<file path="src/cbuf_pkg.sv">
// Constants, state encodings and the state record of the clock buffer
// configuration bank. Assumes one system clock of 250 MHz.
package cbuf_pkg;

  ////////////////////////////////////////////////////////////////////////////
  // Target address, upper four bits; the lower three come from the strap
  localparam logic [3:0] ADDR_HI = 4'hD;

  // Register indices
  localparam logic [7:0] REG_OUT_EN = 8'h00;
  localparam logic [7:0] REG_PLL_AMP = 8'h01;
  localparam logic [7:0] REG_SLEW = 8'h02;
  localparam logic [7:0] REG_FREQ = 8'h03;
  localparam logic [7:0] REG_RSVD = 8'h04;
  localparam logic [7:0] REG_REV_VEN = 8'h05;
  localparam logic [7:0] REG_DEV_TYPE = 8'h06;
  localparam logic [7:0] REG_RD_CNT = 8'h07;

  // Field positions (low bit of multi-bit fields)
  localparam int BIT_OUT1 = 5;
  localparam int BIT_OUT0 = 3;
  localparam int BIT_PLL_RB = 6;
  localparam int BIT_PLL_OVR = 5;
  localparam int BIT_PLL_SW = 3;
  localparam int BIT_AMP = 0;
  localparam int BIT_FSEL_EN = 5;
  localparam int BIT_FCODE = 3;
  localparam int BIT_FB_SLEW = 0;
  localparam int BIT_REV = 4;
  localparam int BIT_KIND = 6;

  // Reserved bits read back as ones, except in the byte count register
  localparam logic [7:0] RSV_FILL = 8'hFF;
  localparam logic [2:0] CNT_RSV = 3'h0;

  // Reset values
  localparam logic RST_OUT_EN = 1'h1;
  localparam logic RST_PLL_OVR = 1'h0;
  localparam logic [1:0] RST_PLL_SW = 2'h0;
  localparam logic [1:0] RST_AMP = 2'h2;
  localparam logic RST_SLEW = 1'h1;
  localparam logic RST_FSEL_EN = 1'h0;
  localparam logic [1:0] RST_FCODE = 2'h0;
  localparam logic RST_FB_SLEW = 1'h1;
  localparam logic [4:0] RST_RD_CNT = 5'h08;

  // PLL operating modes and frequency codes
  localparam logic [1:0] PLL_LOW_BW = 2'h0;
  localparam logic [1:0] PLL_BYPASS = 2'h1;
  localparam logic [1:0] PLL_HIGH_BW = 2'h3;
  localparam logic [1:0] FREQ_100 = 2'h0;
  localparam logic [1:0] FREQ_50 = 2'h1;
  localparam logic [1:0] FREQ_125 = 2'h2;

  // Identification; revision, vendor and part values are arbitrary
  localparam logic [3:0] REV_ID = 4'h6;
  localparam logic [3:0] VENDOR_ID = 4'h9;
  localparam logic [1:0] ZERO_DELAY_BUFFER_TYPE = 2'h1;
  localparam logic [5:0] PART_ID = 6'h2A;

  // Timing
  localparam int CLK_MHZ = 250;
  localparam int STAB_US = 600;
  localparam int STAB_CYC = STAB_US * CLK_MHZ;
  localparam logic [1:0] STRAP_WAIT = 2'h2;

  ////////////////////////////////////////////////////////////////////////////
  typedef enum logic [2:0] {
    FSM_IDLE, FSM_ADDR, FSM_RX, FSM_ACK, FSM_TX, FSM_HACK, FSM_IGN
  } cbuf_fsm_e;

  typedef struct packed {
    cbuf_fsm_e state;
    logic [3:0] bitcnt;
    logic [7:0] sh;
    logic [1:0] stage;
    logic [7:0] idx;
    logic is_read;
    logic acked;
    logic sda_oe_b;
    logic sda_lvl;
    logic scl_d;
    logic sda_d;
    logic en1;
    logic en0;
    logic pll_ovr;
    logic [1:0] pll_sw;
    logic [1:0] amp;
    logic slew1;
    logic slew0;
    logic fsel_en;
    logic [1:0] fcode;
    logic fb_fast;
    logic [4:0] bcount;
    logic [1:0] bw_mode;
    logic [2:0] addr_lo;
    logic [1:0] strap_wait;
    logic strap_done;
    logic [17:0] stab_cnt;
    logic stab_done;
    logic o0p;
    logic o0n;
    logic o1p;
    logic o1n;
    logic [1:0] pll_mode;
    logic [1:0] freq;
  } cbuf_state_s;

  localparam cbuf_state_s ST_RST = '{
    state: FSM_IDLE, sda_oe_b: 1'h1, scl_d: 1'h1, sda_d: 1'h1,
    en1: RST_OUT_EN, en0: RST_OUT_EN, pll_ovr: RST_PLL_OVR,
    pll_sw: RST_PLL_SW, amp: RST_AMP, slew1: RST_SLEW, slew0: RST_SLEW,
    fsel_en: RST_FSEL_EN, fcode: RST_FCODE, fb_fast: RST_FB_SLEW,
    bcount: RST_RD_CNT, freq: FREQ_100, default: '0
  };

endpackage : cbuf_pkg

</file>
<file path="src/cbuf_sync.sv">
// Two-stage synchroniser for a group of asynchronous pin levels.
// Assumes the levels are quasi-static compared with the clock.
`timescale 1ns/10ps
`default_nettype none
module cbuf_sync #(
  parameter int WIDTH = 1
) (
  input wire logic clk_i,
  input wire logic rst_b_i,
  input wire logic [WIDTH-1:0] d_i,
  output logic [WIDTH-1:0] q_o
);

  typedef struct packed {
    logic [WIDTH-1:0] s1;
    logic [WIDTH-1:0] s2;
  } cbuf_sync_s;

  cbuf_sync_s r;
  cbuf_sync_s n;

  // First stage only feeds the second; nothing else may look at it
  always_comb begin
    n = r;
    n.s1 = d_i;
    n.s2 = r.s1;
  end

  always_ff @(posedge clk_i or negedge rst_b_i) begin
    if (!rst_b_i) begin
      r <= '0;
    end else begin
      r <= n;
    end
  end

  assign q_o = r.s2;

endmodule : cbuf_sync
`default_nettype wire

</file>
<file path="src/cbuf_smbus_cfg.sv">
// Configuration bank of a two-output clock fanout buffer, reached by an
// SMBus target interface, plus output gating and start-up hold-off.
// Assumes SCL, SDA, enable pins and straps arrive asynchronously.
//
// Function
// RULE1: Target only, one 7-bit address plus R/W, block read/write only.
// RULE2: Stop after any complete byte ends a transfer cleanly.
// RULE3: Address is 1101 followed by the three latched strap bits.
// RULE4: Block write: index, count, data bytes; every byte acknowledged.
// RULE5: Block read: count then data from index; host NACK ends it.
// RULE6: Enable bits for outputs 1 and 0, reset 1; 0 forces low/low.
// RULE7: PLL mode readback bits show the latched bandwidth strap.
// RULE8: Override bit picks software mode bits over strapped mode.
// RULE9: Two amplitude bits, 0.6 V to 0.9 V, reset code 10.
// RULE10: Slew bits per output, 1 fast, 0 slow, reset 1.
// RULE11: Frequency select enable, reset 0; off means default frequency.
// RULE12: Frequency code bits, reset 00, used only when enabled.
// RULE13: Feedback slew bit, reset 1; 1 fast, 0 slow.
// RULE14: Revision and vendor identifiers, read only.
// RULE15: Device type and part identifier, read only.
// RULE16: Read byte count five bits, default 8, upper bits read 0.
// RULE17: First output clock within the start-up time after power-up.
// RULE18: Outputs run only with power up, bit set and pin low.
// RULE19: Mode codes: 00 low bandwidth, 01 bypass, 11 high bandwidth.
// RULE20: Frequency codes: 00 100 MHz, 01 50 MHz, 10 125 MHz.
// RULE21: Outputs start and stop within 1 to 3 output cycles.
// RULE22: Read-only writes ignored; index advances once per byte.
`timescale 1ns/10ps
`default_nettype none
module cbuf_smbus_cfg #(
  parameter int STAB_CYCLES = cbuf_pkg::STAB_CYC
) (
  input wire logic mclk_i,
  input wire logic rst_b_i,
  input wire logic scl_i,
  input wire logic sda_i,
  input wire logic out0_enable_pin_n_i,
  input wire logic out1_enable_pin_n_i,
  input wire logic power_down_pin_n_i,
  input wire logic [1:0] bandwidth_strap_pin_i,
  input wire logic [2:0] address_select_strap_i,
  output logic sda_o,
  output logic sda_oe_b_o,
  output logic out0_pair_p_o,
  output logic out0_pair_n_o,
  output logic out1_pair_p_o,
  output logic out1_pair_n_o,
  output logic [1:0] pll_mode_o,
  output logic [1:0] amplitude_o,
  output logic out0_slew_fast_o,
  output logic out1_slew_fast_o,
  output logic [1:0] freq_code_o,
  output logic feedback_slew_fast_o
);

  ////////////////////////////////////////////////////////////////////////////
  // Pin synchronisation
  logic [9:0] sy;
  logic scl_s;
  logic sda_s;
  logic oe0_s;
  logic oe1_s;
  logic pd_s;
  logic [1:0] bw_s;
  logic [2:0] address_select_strap_s;

  cbuf_sync #(
    .WIDTH(10)
  ) u_sync (
    .clk_i(mclk_i),
    .rst_b_i(rst_b_i),
    .d_i({scl_i, sda_i, out0_enable_pin_n_i, out1_enable_pin_n_i,
          power_down_pin_n_i, bandwidth_strap_pin_i,
          address_select_strap_i}),
    .q_o(sy)
  );

  assign {scl_s, sda_s, oe0_s, oe1_s, pd_s, bw_s, address_select_strap_s} = sy;

  cbuf_pkg::cbuf_state_s r;
  cbuf_pkg::cbuf_state_s n;

  ////////////////////////////////////////////////////////////////////////////
  // Bus events on the synchronised lines; none until the straps are caught
  logic rise_w;
  logic fall_w;
  logic start_w;
  logic stop_w;
  logic run0_w;
  logic run1_w;
  logic addr_hit_w;

  assign rise_w = r.strap_done & scl_s & ~r.scl_d;
  assign fall_w = r.strap_done & ~scl_s & r.scl_d;
  assign start_w = r.strap_done & scl_s & r.scl_d & r.sda_d & ~sda_s;
  assign stop_w = r.strap_done & scl_s & r.scl_d & ~r.sda_d & sda_s;
  assign addr_hit_w = (r.sh[7:1] == {cbuf_pkg::ADDR_HI, r.addr_lo}); // [RULE3]
  assign run0_w = pd_s & r.en0 & ~oe0_s & r.stab_done; // [RULE18]
  assign run1_w = pd_s & r.en1 & ~oe1_s & r.stab_done; // [RULE18]

  ////////////////////////////////////////////////////////////////////////////
  // Register read view
  function automatic logic [7:0] rd_byte(input cbuf_pkg::cbuf_state_s s,
                                         input logic [7:0] idx);
    logic [7:0] b;
    b = cbuf_pkg::RSV_FILL;
    case (idx)
      cbuf_pkg::REG_OUT_EN: begin
        b[cbuf_pkg::BIT_OUT1] = s.en1;
        b[cbuf_pkg::BIT_OUT0] = s.en0;
      end
      cbuf_pkg::REG_PLL_AMP: begin
        b[cbuf_pkg::BIT_PLL_RB +: 2] = s.bw_mode; // [RULE7]
        b[cbuf_pkg::BIT_PLL_OVR] = s.pll_ovr;
        b[cbuf_pkg::BIT_PLL_SW +: 2] = s.pll_sw;
        b[cbuf_pkg::BIT_AMP +: 2] = s.amp;
      end
      cbuf_pkg::REG_SLEW: begin
        b[cbuf_pkg::BIT_OUT1] = s.slew1;
        b[cbuf_pkg::BIT_OUT0] = s.slew0;
      end
      cbuf_pkg::REG_FREQ: begin
        b[cbuf_pkg::BIT_FSEL_EN] = s.fsel_en;
        b[cbuf_pkg::BIT_FCODE +: 2] = s.fcode;
        b[cbuf_pkg::BIT_FB_SLEW] = s.fb_fast;
      end
      cbuf_pkg::REG_RSVD: begin
        b = cbuf_pkg::RSV_FILL;
      end
      cbuf_pkg::REG_REV_VEN: begin
        b = {cbuf_pkg::REV_ID, cbuf_pkg::VENDOR_ID}; // [RULE14]
      end
      cbuf_pkg::REG_DEV_TYPE: begin
        b = {cbuf_pkg::ZERO_DELAY_BUFFER_TYPE, cbuf_pkg::PART_ID}; // [RULE15]
      end
      cbuf_pkg::REG_RD_CNT: begin
        b = {cbuf_pkg::CNT_RSV, s.bcount}; // [RULE16]
      end
      default: begin
        b = 8'h00;
      end
    endcase
    return b;
  endfunction : rd_byte

  ////////////////////////////////////////////////////////////////////////////
  // Next-state logic
  always_comb begin
    logic [7:0] tb;
    tb = rd_byte(r, r.idx);
    n = r;
    n.scl_d = scl_s;
    n.sda_d = sda_s;

    // Straps are caught once, after the synchronisers have settled
    if (!r.strap_done) begin
      n.strap_wait = r.strap_wait + 2'h1;
      if (r.strap_wait == cbuf_pkg::STRAP_WAIT) begin
        n.bw_mode = bw_s; // [RULE7]
        n.addr_lo = address_select_strap_s; // [RULE3]
        n.strap_done = 1'h1;
      end
    end

    if (start_w) begin
      n.state = cbuf_pkg::FSM_ADDR;
      n.bitcnt = 4'h0;
      n.stage = 2'h0;
      n.sda_oe_b = 1'h1;
    end else if (stop_w) begin
      n.state = cbuf_pkg::FSM_IDLE; // [RULE2]
      n.sda_oe_b = 1'h1;
    end else begin
      case (r.state)
        cbuf_pkg::FSM_ADDR, cbuf_pkg::FSM_RX: begin
          if (rise_w) begin
            n.sh = {r.sh[6:0], sda_s};
            n.bitcnt = r.bitcnt + 4'h1;
          end else if (fall_w && r.bitcnt == 4'h8) begin
            n.bitcnt = 4'h0;
            n.state = cbuf_pkg::FSM_ACK;
            n.sda_oe_b = 1'h0; // [RULE4]
            if (r.state == cbuf_pkg::FSM_ADDR) begin
              n.is_read = r.sh[0];
              if (!addr_hit_w) begin
                // Other targets' traffic is left alone until the next start
                n.state = cbuf_pkg::FSM_IGN; // [RULE1]
                n.sda_oe_b = 1'h1;
              end
            end else begin
              case (r.stage)
                2'h0: begin
                  n.idx = r.sh;
                  n.stage = 2'h1;
                end
                2'h1: begin
                  n.stage = 2'h2;
                end
                default: begin
                  n.idx = r.idx + 8'h01; // [RULE22]
                  case (r.idx)
                    cbuf_pkg::REG_OUT_EN: begin
                      n.en1 = r.sh[cbuf_pkg::BIT_OUT1]; // [RULE6]
                      n.en0 = r.sh[cbuf_pkg::BIT_OUT0]; // [RULE6]
                    end
                    cbuf_pkg::REG_PLL_AMP: begin
                      n.pll_ovr = r.sh[cbuf_pkg::BIT_PLL_OVR]; // [RULE8]
                      n.pll_sw = r.sh[cbuf_pkg::BIT_PLL_SW +: 2];
                      n.amp = r.sh[cbuf_pkg::BIT_AMP +: 2]; // [RULE9]
                    end
                    cbuf_pkg::REG_SLEW: begin
                      n.slew1 = r.sh[cbuf_pkg::BIT_OUT1]; // [RULE10]
                      n.slew0 = r.sh[cbuf_pkg::BIT_OUT0]; // [RULE10]
                    end
                    cbuf_pkg::REG_FREQ: begin
                      n.fsel_en = r.sh[cbuf_pkg::BIT_FSEL_EN]; // [RULE11]
                      n.fcode = r.sh[cbuf_pkg::BIT_FCODE +: 2]; // [RULE12]
                      n.fb_fast = r.sh[cbuf_pkg::BIT_FB_SLEW]; // [RULE13]
                    end
                    cbuf_pkg::REG_RD_CNT: begin
                      n.bcount = r.sh[4:0]; // [RULE16]
                    end
                    default: begin
                      // Read-only and reserved bytes drop the data
                      n.idx = r.idx + 8'h01; // [RULE22]
                    end
                  endcase
                end
              endcase
            end
          end
        end
        cbuf_pkg::FSM_ACK: begin
          if (fall_w) begin
            n.sda_oe_b = 1'h1;
            n.state = cbuf_pkg::FSM_RX;
            if (r.is_read) begin
              // A read opens with the byte count, then data from the index
              n.sh = {cbuf_pkg::CNT_RSV[1:0], r.bcount, 1'h0}; // [RULE5]
              n.sda_oe_b = cbuf_pkg::CNT_RSV[2];
              n.bitcnt = 4'h1;
              n.state = cbuf_pkg::FSM_TX;
            end
          end
        end
        cbuf_pkg::FSM_TX: begin
          if (fall_w) begin
            if (r.bitcnt == 4'h8) begin
              n.sda_oe_b = 1'h1;
              n.state = cbuf_pkg::FSM_HACK;
            end else begin
              n.sda_oe_b = r.sh[7];
              n.sh = {r.sh[6:0], 1'h0};
              n.bitcnt = r.bitcnt + 4'h1;
            end
          end
        end
        cbuf_pkg::FSM_HACK: begin
          if (rise_w) begin
            n.acked = ~sda_s;
            if (sda_s) begin
              n.state = cbuf_pkg::FSM_IGN; // [RULE5]
            end
          end else if (fall_w && r.acked) begin
            n.acked = 1'h0;
            n.sh = {tb[6:0], 1'h0};
            n.sda_oe_b = tb[7];
            n.idx = r.idx + 8'h01; // [RULE22]
            n.bitcnt = 4'h1;
            n.state = cbuf_pkg::FSM_TX;
          end
        end
        cbuf_pkg::FSM_IDLE, cbuf_pkg::FSM_IGN: begin
          n.sda_oe_b = 1'h1;
        end
        default: begin
          n.state = cbuf_pkg::FSM_IDLE;
          n.sda_oe_b = 1'h1;
        end
      endcase
    end

    // Start-up hold-off, restarted by every power-down
    if (!pd_s) begin
      n.stab_cnt = 18'h0;
      n.stab_done = 1'h0;
    end else if (!r.stab_done) begin
      if (r.stab_cnt == 18'(STAB_CYCLES - 1)) begin
        n.stab_done = 1'h1; // [RULE17]
      end else begin
        n.stab_cnt = r.stab_cnt + 18'h1;
      end
    end

    // Output pairs; a stopped pair parks low/low, never mid-swing
    n.o0p = run0_w ? ~r.o0p : 1'h0; // [RULE21]
    n.o0n = run0_w ? r.o0p : 1'h0;
    n.o1p = run1_w ? ~r.o1p : 1'h0; // [RULE21]
    n.o1n = run1_w ? r.o1p : 1'h0;

    n.pll_mode = r.pll_ovr ? r.pll_sw : r.bw_mode; // [RULE8] [RULE19]
    n.freq = r.fsel_en ? r.fcode : cbuf_pkg::FREQ_100; // [RULE11] [RULE20]
  end

  always_ff @(posedge mclk_i or negedge rst_b_i) begin
    if (!rst_b_i) begin
      r <= cbuf_pkg::ST_RST;
    end else begin
      r <= n;
    end
  end

  ////////////////////////////////////////////////////////////////////////////
  // Outputs
  assign sda_o = r.sda_lvl;
  assign sda_oe_b_o = r.sda_oe_b;
  assign out0_pair_p_o = r.o0p;
  assign out0_pair_n_o = r.o0n;
  assign out1_pair_p_o = r.o1p;
  assign out1_pair_n_o = r.o1n;
  assign pll_mode_o = r.pll_mode;
  assign amplitude_o = r.amp;
  assign out0_slew_fast_o = r.slew0;
  assign out1_slew_fast_o = r.slew1;
  assign freq_code_o = r.freq;
  assign feedback_slew_fast_o = r.fb_fast;
endmodule : cbuf_smbus_cfg
`default_nettype wire

</file>
<file path="config.mk">
export PLATFORM = sky130hd
export DESIGN_NAME = cbuf_smbus_cfg
export DESIGN_NICKNAME = d
export VERILOG_FILES = /design/src/cbuf_pkg.sv /design/src/cbuf_sync.sv /design/src/cbuf_smbus_cfg.sv
export SDC_FILE = /design/constraint.sdc
export NUM_CORES = 1
export LEC_CHECK = 0
export BUFFER_PORTS_ARGS = -buffer_cell sky130_fd_sc_hd__buf_2
export CAP_MARGIN = 20
export CORE_MARGIN = 4
export CORE_UTILIZATION = 40
export DETAILED_ROUTE_END_ITERATION = 10
export PLACE_DENSITY = 0.58
export SYNTH_ARGS = -nofsm -noshare
export SYNTH_HDL_FRONTEND = slang
export SYNTH_SLANG_ARGS = --single-unit
</file>
<file path="constraint.sdc">
create_clock -name mclk_i -period 3.2 [get_ports mclk_i]
set_clock_uncertainty 0.1 [all_clocks]
set_input_delay 0.16 -clock mclk_i [delete_from_list [all_inputs] [get_ports mclk_i]]
set_output_delay 0.16 -clock mclk_i [all_outputs]
set_load 0.02 [all_outputs]
</file>
==> results.md, run 1 <==
* Fin nets at 562
* DR pass1 iterations at 5
* Setup Viol. Count Final at 0
* Clock share of power at 28.0%
* Initial antenna violation count at 0
* Syn nets at 539
* Crit path cell chain: inv_1 -> nor3_1 -> a211oi_2 -> o2111ai_1 -> mux2_2
* Most frequent cells in the layout: dfrtp_1 (93), o21ai_0 (55), nand2_1 (46)
* Largest net degree at the start of global routing at 55
* Required time worst endpoint at 3340 ps
* Final min period at 2710 ps
* Worst path bufs/invs at 1
* Async set-reset flop share out of synthesis at 100%
* Synth-to-Final Area Change at 11.8%
* Final hold vios at 0
* TritonCTS buffer count at 9
* Synth Instances at 519
* Register area share after synthesis at 48.6%
* Root buf cell: clkbuf_16
* Final Cycle Share at 84.7%
* Total core area at 0.0128 mm2
* Critical path arrival at 2850 ps
* Int Pwr at 2.43 mW
* Logic pwr share at 27.3%
* Syn avg cell area at 10.3 um2
* Setup TNS at 0 ps
* Height of the die at 123 um
* Net Sw Frac at 36.6%
* Placer congestion estimate at 0.875
* Std-Cell Rows at 41
* Clk buf depth at 2
* CP Class: reg -> reg
* Setup WS post-layout at 490 ps
* Slowest Stage Delay on Critical Path at 890 ps
* Htree depth at 3
* IO Count at 27
* Max stage delay cell, worst path: dfrtp_1
* PortBufs at 25
* Initial DRC count at 320
* Post-synth EDFFs at 0
* Detailed placement HPWL at 8410 um
* CTS tree: yes
* Pre-CTS setup slack at 540 ps
* Sequential power share at 44.8%
* CP Max Fanout at 27
* Total congestion overflow at 0
* Die area at 0.0152 mm2
* Maxcap violations at 0
* Routed length per instance at 16.4 um
* Slew Limit Fails at 0
* Peak supply drop at 0.000418 V
* Max-slew headroom at 37.1%
* Post-CTS Setup Repair Bufs at 0
* Top_reg_cell synth: dfrtp_1
* Total track usage at 16.9%
* Drt drc at 0
* Most common cell after layout, fill and taps aside: dfrtp_1
* RSZ-0062 raised after global routing: no
* Status: finished clean
* CP delay by family, top: flip-flops
* Synthesized area at 0.00532 mm2
* Yosys cell types at 70
* Share of post-route cells with drive strength above 1 at 19.4%
* First-pass GRT wire length at 20000 um
* Seq cells post-synth at 103
* Min-delay worst type: reg -> reg
* Clk_lat worst skew at 350 ps
* Layout Utilization at 46.4%
* Synth warn at 0
* Final WL at 11800 um
* Worst setup SP type: register
* Fmax at 0.369 GHz
* Worst Setup End Kind: register
* Via density at 5.45
* Total power at 3.83 mW
* Sink Count at 103
* Vias at 3915
* Die span in x at 123 um
* Worst slew pin tran at 942 ps
* Clk pin slew, worst setup/hold paths at 70 ps
* Hold WS at 249 ps
* Initial Utilization at 41.5%
* Sw Pwr at 1.40 mW
* Pleak at 2.59 nW
* Vias in the first global route at 3802
* N_diodes at 0
* Power density over the cells at 643 mW/mm2
* ANT nets after route at 0
metal layers:
metal | share of wire, % | GRT usage, % | vias up
li1 | - | - | 1906
met1 | 50 | 24.2 | 1918
met2 | 45 | 25.5 | 79
met3 | 3.8 | 4.44 | 12
met4 | 1.2 | 4.57 | 0
met5 | 0 | 0 | -
cells in the mapped netlist, types with 4 or more instances:
library cell | count | area share [%]
dfrtp_1 | 93 | 44
o21ai_0 | 55 | 5.2
nand2_1 | 46 | 3.2
nor2_1 | 32 | 2.3
a21oi_1 | 22 | 2.1
mux2_2 | 19 | 4.0
nand3_1 | 19 | 1.8
nand2b_1 | 12 | 1.4
clkbuf_1 | 11 | 0.78
inv_1 | 11 | 0.78
and2_1 | 10 | 1.2
buf_4 | 10 | 1.4
dfstp_2 | 10 | 4.9
mux2_4 | 10 | 2.8
a22oi_1 | 9 | 1.3
nor2b_1 | 9 | 1.1
xor2_1 | 9 | 1.5
buf_2 | 8 | 0.75
ha_1 | 8 | 1.9
nor3_1 | 8 | 0.75
o211ai_1 | 8 | 1.1
nand3b_1 | 7 | 0.99
and3_1 | 6 | 0.71
nand4_1 | 5 | 0.59
nor3b_1 | 4 | 0.56
nor4_1 | 4 | 0.47
o31ai_1 | 4 | 0.56
or3_1 | 4 | 0.47
sequential cells by signal, summed over array words and instances, names as in the netlist:
signal,count
r,69
u_sync.n,10
u_sync.q_o,10
amplitude_o,2
freq_code_o,2
pll_mode_o,2
feedback_slew_fast_o,1
out0_pair_n_o,1
out0_pair_p_o,1
out0_slew_fast_o,1
out1_pair_n_o,1
out1_pair_p_o,1
out1_slew_fast_o,1
sda_oe_b_o,1
cells by family after synthesis:
family / Yosys count / synth area share, %
other: 1 / 0.0704
flip-flops: 103 / 48.6
adder cells (fa/ha/maj): 8 / 1.88
AO/OA/AOI/OAI: 130 / 15.9
multiplexers: 33 / 7.61
AND/OR/NAND/NOR: 191 / 20.1
buffers and inverters: 41 / 3.78
XOR/XNOR: 12 / 1.97
final cells by class:
class / count / area, um2
clock buffer: 10 / 239
clock inverter: 6 / 50.0
fill: 1182 / 6870
inverter: 11 / 41.3
multi-input combinational: 375 / 2530
sequential: 103 / 2590
tap: 172 / 215
timing repair buffer: 42 / 283
worst reg2reg max path, delay by kind of cell (launching register included):
family,cells,cell delay (ps)
AOI/OAI and AO/OA,2,550
buffers and inverters,1,280
DFF,1,890
muxes,1,420
and+or+nand+nor,1,360
path summary, 6_finish.rpt:
| kind | depth (start not counted) | from | to | slack [ps] |
|---|---|---|---|---|
| worst max-delay path | 5 | r[81] | r[71] | 490 |
| worst min-delay path | 0 | u_sync.n[9] | u_sync.q_o[9] | 250 |
| worst max register to register | 5 | r[81] | r[71] | 490 |
| worst min register to register | 0 | u_sync.n[9] | u_sync.q_o[9] | 250 |
| max in group asynchronous | 3 | rst_b_i | sda_oe_b_o | 1860 |
| min in group asynchronous | 2 | rst_b_i | freq_code_o[0] | 280 |
power groups by stage:
stage / sequential, mW / clock [mW] / combinational (mW)
after floorplan: 1.56 / 0 / 0.883
after global placement: 1.73 / 0 / 1.02
after detailed placement: 1.73 / 0 / 1.03
after CTS: 1.71 / 1.12 / 1.04
after global routing: 1.74 / 1.16 / 1.17
final: 1.71 / 1.07 / 1.04
what timing repair did:
action	4_1_cts	5_1_grt
gates resized for setup	0	0
hold endpoints to repair	58	0
hold buffers	11	0
setup endpoints to repair	0	0
stage by stage:
stage          instance area, um2  instances
2_1_floorplan                5320        519
3_3_place_gp                 5550        692
3_5_place_dp                 5550        692
4_1_cts                      5950        719
5_1_grt                      5950        719
6_report                     5950        719
Power figures use the tool's default switching activity.
==> run 2: changes to the inputs <==
PLACE_DENSITY = 0.6   (was 0.58)
clock period = 2.15 ns   (was 3.2 ns; I/O delays follow)
==> run 2 against run 1 <==
The flow now finishes with violations (negative setup slack). Cell count rose by 8.1%. Design area rose by 10%. Non-clock buffer count rose by 58. Global-route usage rose by 0.70 points. Count of clock-buffer cells in the layout did not move. Worst hold slack got worse by 63 ps. First-iteration DRC count fell by 25%. Setup slack got worse by 490 ps. Register-to-register slack got worse by 490 ps. Power rose by 66%. Combinational power rose by 130%. Largest power group is now combinational cells. Highest routed layer unchanged.
==> results.md, run 2 (synthesis gave the netlist of run 1 again) <==
* Status: complete, but fails checks
* Failing checks: negative setup slack
* Root buf cell: clkbuf_16
* Pleak at 2.92 nW
* Final min period at 2150 ps
* Hold WS at 186 ps
* Vias in the first global route at 4209
* Maxcap violations at 0
* Setup Viol. Count Final at 1
* Setup TNS at -4.98 ps
* Met1 usage at 24.2%
* Post-DP Area at 0.00597 mm2
* Fin area at 0.00655 mm2
* Critical path arrival at 2290 ps
* Worst Setup End Kind: register
* Total track usage at 17.6%
* Fmax at 0.464 GHz
* Worst slew pin tran at 548 ps
* Std-Cell Rows at 41
* IO Count at 27
* Largest net degree at the start of global routing at 44
* Vias at 4237
* CTS tree: yes
* RSZ-0062 raised after global routing: yes
* N_diodes at 0
* Grt peak-use layer: met2
* Height of the die at 123 um
* Slew Limit Fails at 0
* Max-slew headroom at 63.5%
* Clk_lat worst skew at 360 ps
* PortBufs at 25
* Initial antenna violation count at 0
* Reg with most FFs: r
* Most frequent cells in the layout: dfrtp_1 (91), buf_4 (60), nand2_1 (44)
* Total congestion overflow at 0
* CP Max Fanout at 6
* First-pass GRT wire length at 21100 um
* Share of post-route cells with drive strength above 1 at 30.4%
* Most common cell after layout, fill and taps aside: dfrtp_1
* R2r setup slk at -5 ps
* Worst setup SP type: register
* R2r worst-path depth at 9
* Total core area at 0.0128 mm2
* ANT nets after route at 0
* Clk buf depth at 2
* Placer congestion estimate at 0.919
* Detailed placement HPWL at 8930 um
* Worst R2R End: r[72]
* Via density at 5.45
* Die area at 0.0152 mm2
* TritonCTS buffer count at 9
* Synth-to-Final Area Change at 23.0%
* Final WL at 12500 um
* Routed length per instance at 16.1 um
* DR pass1 iterations at 8
* CP Class: reg -> reg
* Met3 GRT Util at 5.12%
* Die span in x at 123 um
* Peak supply drop at 0.000539 V
* Drt drc at 0
* Fin nets at 620
* R2R Path Start: r[78]
* Required time worst endpoint at 2290 ps
* Min-delay worst type: in -> async
* Total power at 6.34 mW
* Final Cycle Share at 100%
* Htree depth at 3
* Pre-CTS setup slack at -84.5 ps
* Clk pin slew, worst setup/hold paths at 70 ps
* Initial Utilization at 41.5%
* Power density over the cells at 968 mW/mm2
* Setup WS post-layout at -4.98 ps
* Sink Count at 103
* Met2 usage at 27.3%
* Initial DRC count at 241
* Largest register FFs at 69
* Final hold vios at 0
-- run 2: cell count changes in the layout (fill, tap and decap cells not counted), moves of 2 or more --
cell and change:
nor2_1 -2, ha_1 -2, buf_6 +2, o21ai_2 +3, buf_12 +2, buf_4 +53
dfrtp_1 -2, o21ai_0 -12, o21ai_1 +9, nand2_1 -2, dfrtp_2 +2
-- run 2: power by group --
part / internal, mW / total (mW) / switching [mW]
sequential: 2.13 / 2.39 / 0.254
combinational: 1.13 / 2.42 / 1.29
clock: 0.794 / 1.54 / 0.743
total: 4.05 / 6.34 / 2.29
-- run 2: layout make-up --
cell class,count,area [um2]
timing repair buffer,100,768
sequential,103,2590
fill,1196,6280
clock inverter,6,45.0
tap,172,215
inverter,11,41.3
clock buffer,10,229
multi-input combinational,375,2660
-- run 2: stage by stage --
step	utilization, %	std cells
final	51.1	777
after global routing	51.1	777
after CTS	49.7	772
after detailed placement	46.6	745
after global placement	46.6	745
after floorplan	-	519
-- run 2: timing repair --
action                     in CTS  in global routing
pin swaps                       2                 11
setup buffers                   0                  4
hold buffers                   11                  0
hold endpoints to repair       45                  0
cloned                          0                  1
resized for setup               4                 38
setup endpoints to repair      15                 34
-- run 2: metal layers --
metal | vias to the layer above | wire, um | part of all wire [%]
met5 | - | 0 | 0
met3 | 12 | 701 | 5.6
met1 | 2064 | 5730 | 46
met4 | 0 | 153 | 1.2
met2 | 119 | 5910 | 47
li1 | 2042 | - | -
-- run 2: how the worst max path moves through the flow --
| stage | startpoint | endpoint |
|---|---|---|
| after floorplan | r[54] | r[72] |
| after global placement | r[77] | r[36] |
| after detailed placement | r[77] | r[37] |
| after CTS | r[54] | r[63] |
| after global routing | r[78] | r[70] |
| final | r[78] | r[72] |
-- run 2: critical path, stage by stage (launching register included) --
cell and delay (ps):
dfrtp_1 350, inv_1 80, ha_4 160, nand3b_1 190, buf_6 150, nor3_4 40
a211oi_2 280, o2111ai_2 210, buf_12 190, mux2_4 290
==> run 3: changes to the inputs <==
CORE_UTILIZATION = 55   (was 40)
PLACE_DENSITY = 0.78   (was 0.6)
SLEW_MARGIN = 20   (was unset)
==> run 3 against run 2 <==
The flow now finishes without violations. Count of clock-buffer cells in the layout did not move. First-iteration DRC count grew 14%. Global-route usage grew 5.3 points. Design area shrank 1.6%. Core utilization is 18 points higher. Fmax is 0.97% higher. Cell count shrank 6.4%. Critical path depth fell by 3. Power shrank 5.5%. Sequential share of layout area up 0.66 points. Via count increased by 1.9%. Non-clock buffer count shrank 7. Largest power group is now sequential cells.
==> results.md, run 3 (synthesis gave the netlist of run 1 again) <==
* PortBufs at 25
* Vias at 4316
* Synth-to-Final Area Change at 21.1%
* Clk buf depth at 2
* Root buf cell: clkbuf_8
* Placed Instances at 691
* First-pass GRT wire length at 20900 um
* Final WL at 12600 um
* Post-DP Area at 0.00584 mm2
* Initial Utilization at 57.1%
* Largest net degree at the start of global routing at 52
* Reg with most FFs: r
* Die span in x at 106 um
* Fmax at 0.469 GHz
* Filler instances at 691
* Height of the die at 106 um
* Worst R2R End: r[22]
* Slew Limit Fails at 0
* Pleak at 2.86 nW
* Worst slew pin tran at 577 ps
* Most frequent cells in the layout: dfrtp_1 (90), buf_4 (51), nand2_1 (46)
* R2r setup slk at 20 ps
* R2R Path Start: r[19]
* Placer congestion estimate at 0.925
* Die area at 0.0113 mm2
* Hold WS at 107 ps
* Final hold vios at 0
* Largest register FFs at 69
* Clk_lat worst skew at 360 ps
* Fin nets at 613
* Std-Cell Rows at 35
* Most common cell after layout, fill and taps aside: dfrtp_1
* Initial antenna violation count at 0
* Vias in the first global route at 4147
* N_diodes at 0
* Drt drc at 0
* IO Count at 27
* Pre-CTS setup slack at -112 ps
* Power density over the cells at 929 mW/mm2
* Htree depth at 3
* Min-delay worst type: in -> async
* Total track usage at 22.9%
* Via density at 5.94
* Share of post-route cells with drive strength above 1 at 31.4%
* Total congestion overflow at 0
* Fin area at 0.00644 mm2
* Status: finished clean
* RSZ-0062 raised after global routing: yes
* CTS tree: yes
* Final Cycle Share at 99.3%
* Critical path arrival at 2290 ps
* Non-filler cells in the finished layout at 727
* Maxcap violations at 0
* Total core area at 0.00933 mm2
* Setup WS post-layout at 15.8 ps
* Worst setup SP type: register
* Peak supply drop at 0.000723 V
* Detailed placement HPWL at 8820 um
* Routed length per instance at 17.4 um
* TritonCTS buffer count at 9
* ANT nets after route at 0
* Setup Viol. Count Final at 0
* R2r worst-path depth at 6
* Clk pin slew, worst setup/hold paths at 100 ps
* Sink Count at 103
* Total power at 5.99 mW
* Worst Setup End Kind: register
* CP Class: reg -> reg
* CP Max Fanout at 6
* Max-slew headroom at 61.5%
* Initial DRC count at 274
* DR pass1 iterations at 6
* Final min period at 2130 ps
* Required time worst endpoint at 2310 ps
[run 3: changes by cell type in the layout (fill, tap and decap cells not counted), moves of 3 or more]
| cell | delta |
|---|---|
| buf_4 | -9 |
| buf_6 | +3 |
| clkbuf_16 | -10 |
| clkbuf_8 | +9 |
[run 3: timing repair]
item | in CTS | in global routing
hold buffers | 11 | 0
setup buffers | 1 | 8
setup endpoints to repair | 22 | 42
pin swaps | 4 | 14
gates resized for setup | 7 | 50
endpoints found under the hold margin | 107 | 0
cloned | 0 | 0
[run 3: worst max-delay path by stage]
stage / startpoint / slack (ps) / to / depth (start not counted)
2_1_floorplan: r[54] / 50 / r[72] / 8
3_3_place_gp: r[77] / 7 / r[37] / 8
3_5_place_dp: r[77] / -110 / r[61] / 10
4_1_cts: r[77] / -40 / r[61] / 10
5_1_grt: r[77] / -90 / r[35] / 9
6_report: r[19] / 20 / r[22] / 6
[run 3: area by class of cell]
cell class                      count  area (um2)  share of cell area [%]
Timing Repair Buffer               93         709                    11.0
Tap cell                          129         161                    2.50
Clock inverter                      6        93.8                    1.46
Inverter                           11        41.3                   0.641
Multi-Input combinational cell    375        2720                    42.2
Sequential cell                   103        2590                    40.2
Clock buffer                       10         128                    1.98
[run 3: stage by stage]
step | setup TNS, ps | util, %
2_1_floorplan | 0 | -
3_3_place_gp | 0 | 62.6
3_5_place_dp | -501 | 62.6
4_1_cts | -35.9 | 66.6
5_1_grt | -1270 | 69.1
6_report | 0 | 69.1
[run 3: metal layers]
metal | vias to the layer above | global-route usage, % | routed length, um
met5 | - | 0 | 0
met4 | 0 | 5.37 | 198
met3 | 20 | 5.95 | 706
met2 | 142 | 37.4 | 6230
met1 | 2137 | 30.7 | 5510
li1 | 2017 | - | -
[run 3: power by group]
part	switching (mW)	internal, mW
clock network	0.671	0.664
logic	1.23	1.00
registers	0.296	2.13
total	2.19	3.80
[run 3: worst max-delay path, cell delays in order (launching register included)]
cell and delay, ps:
dfrtp_1 420, or3_1 370, or3_4 430, o21ai_4 270, nor3_1 120, xor2_1 150
and2_1 170
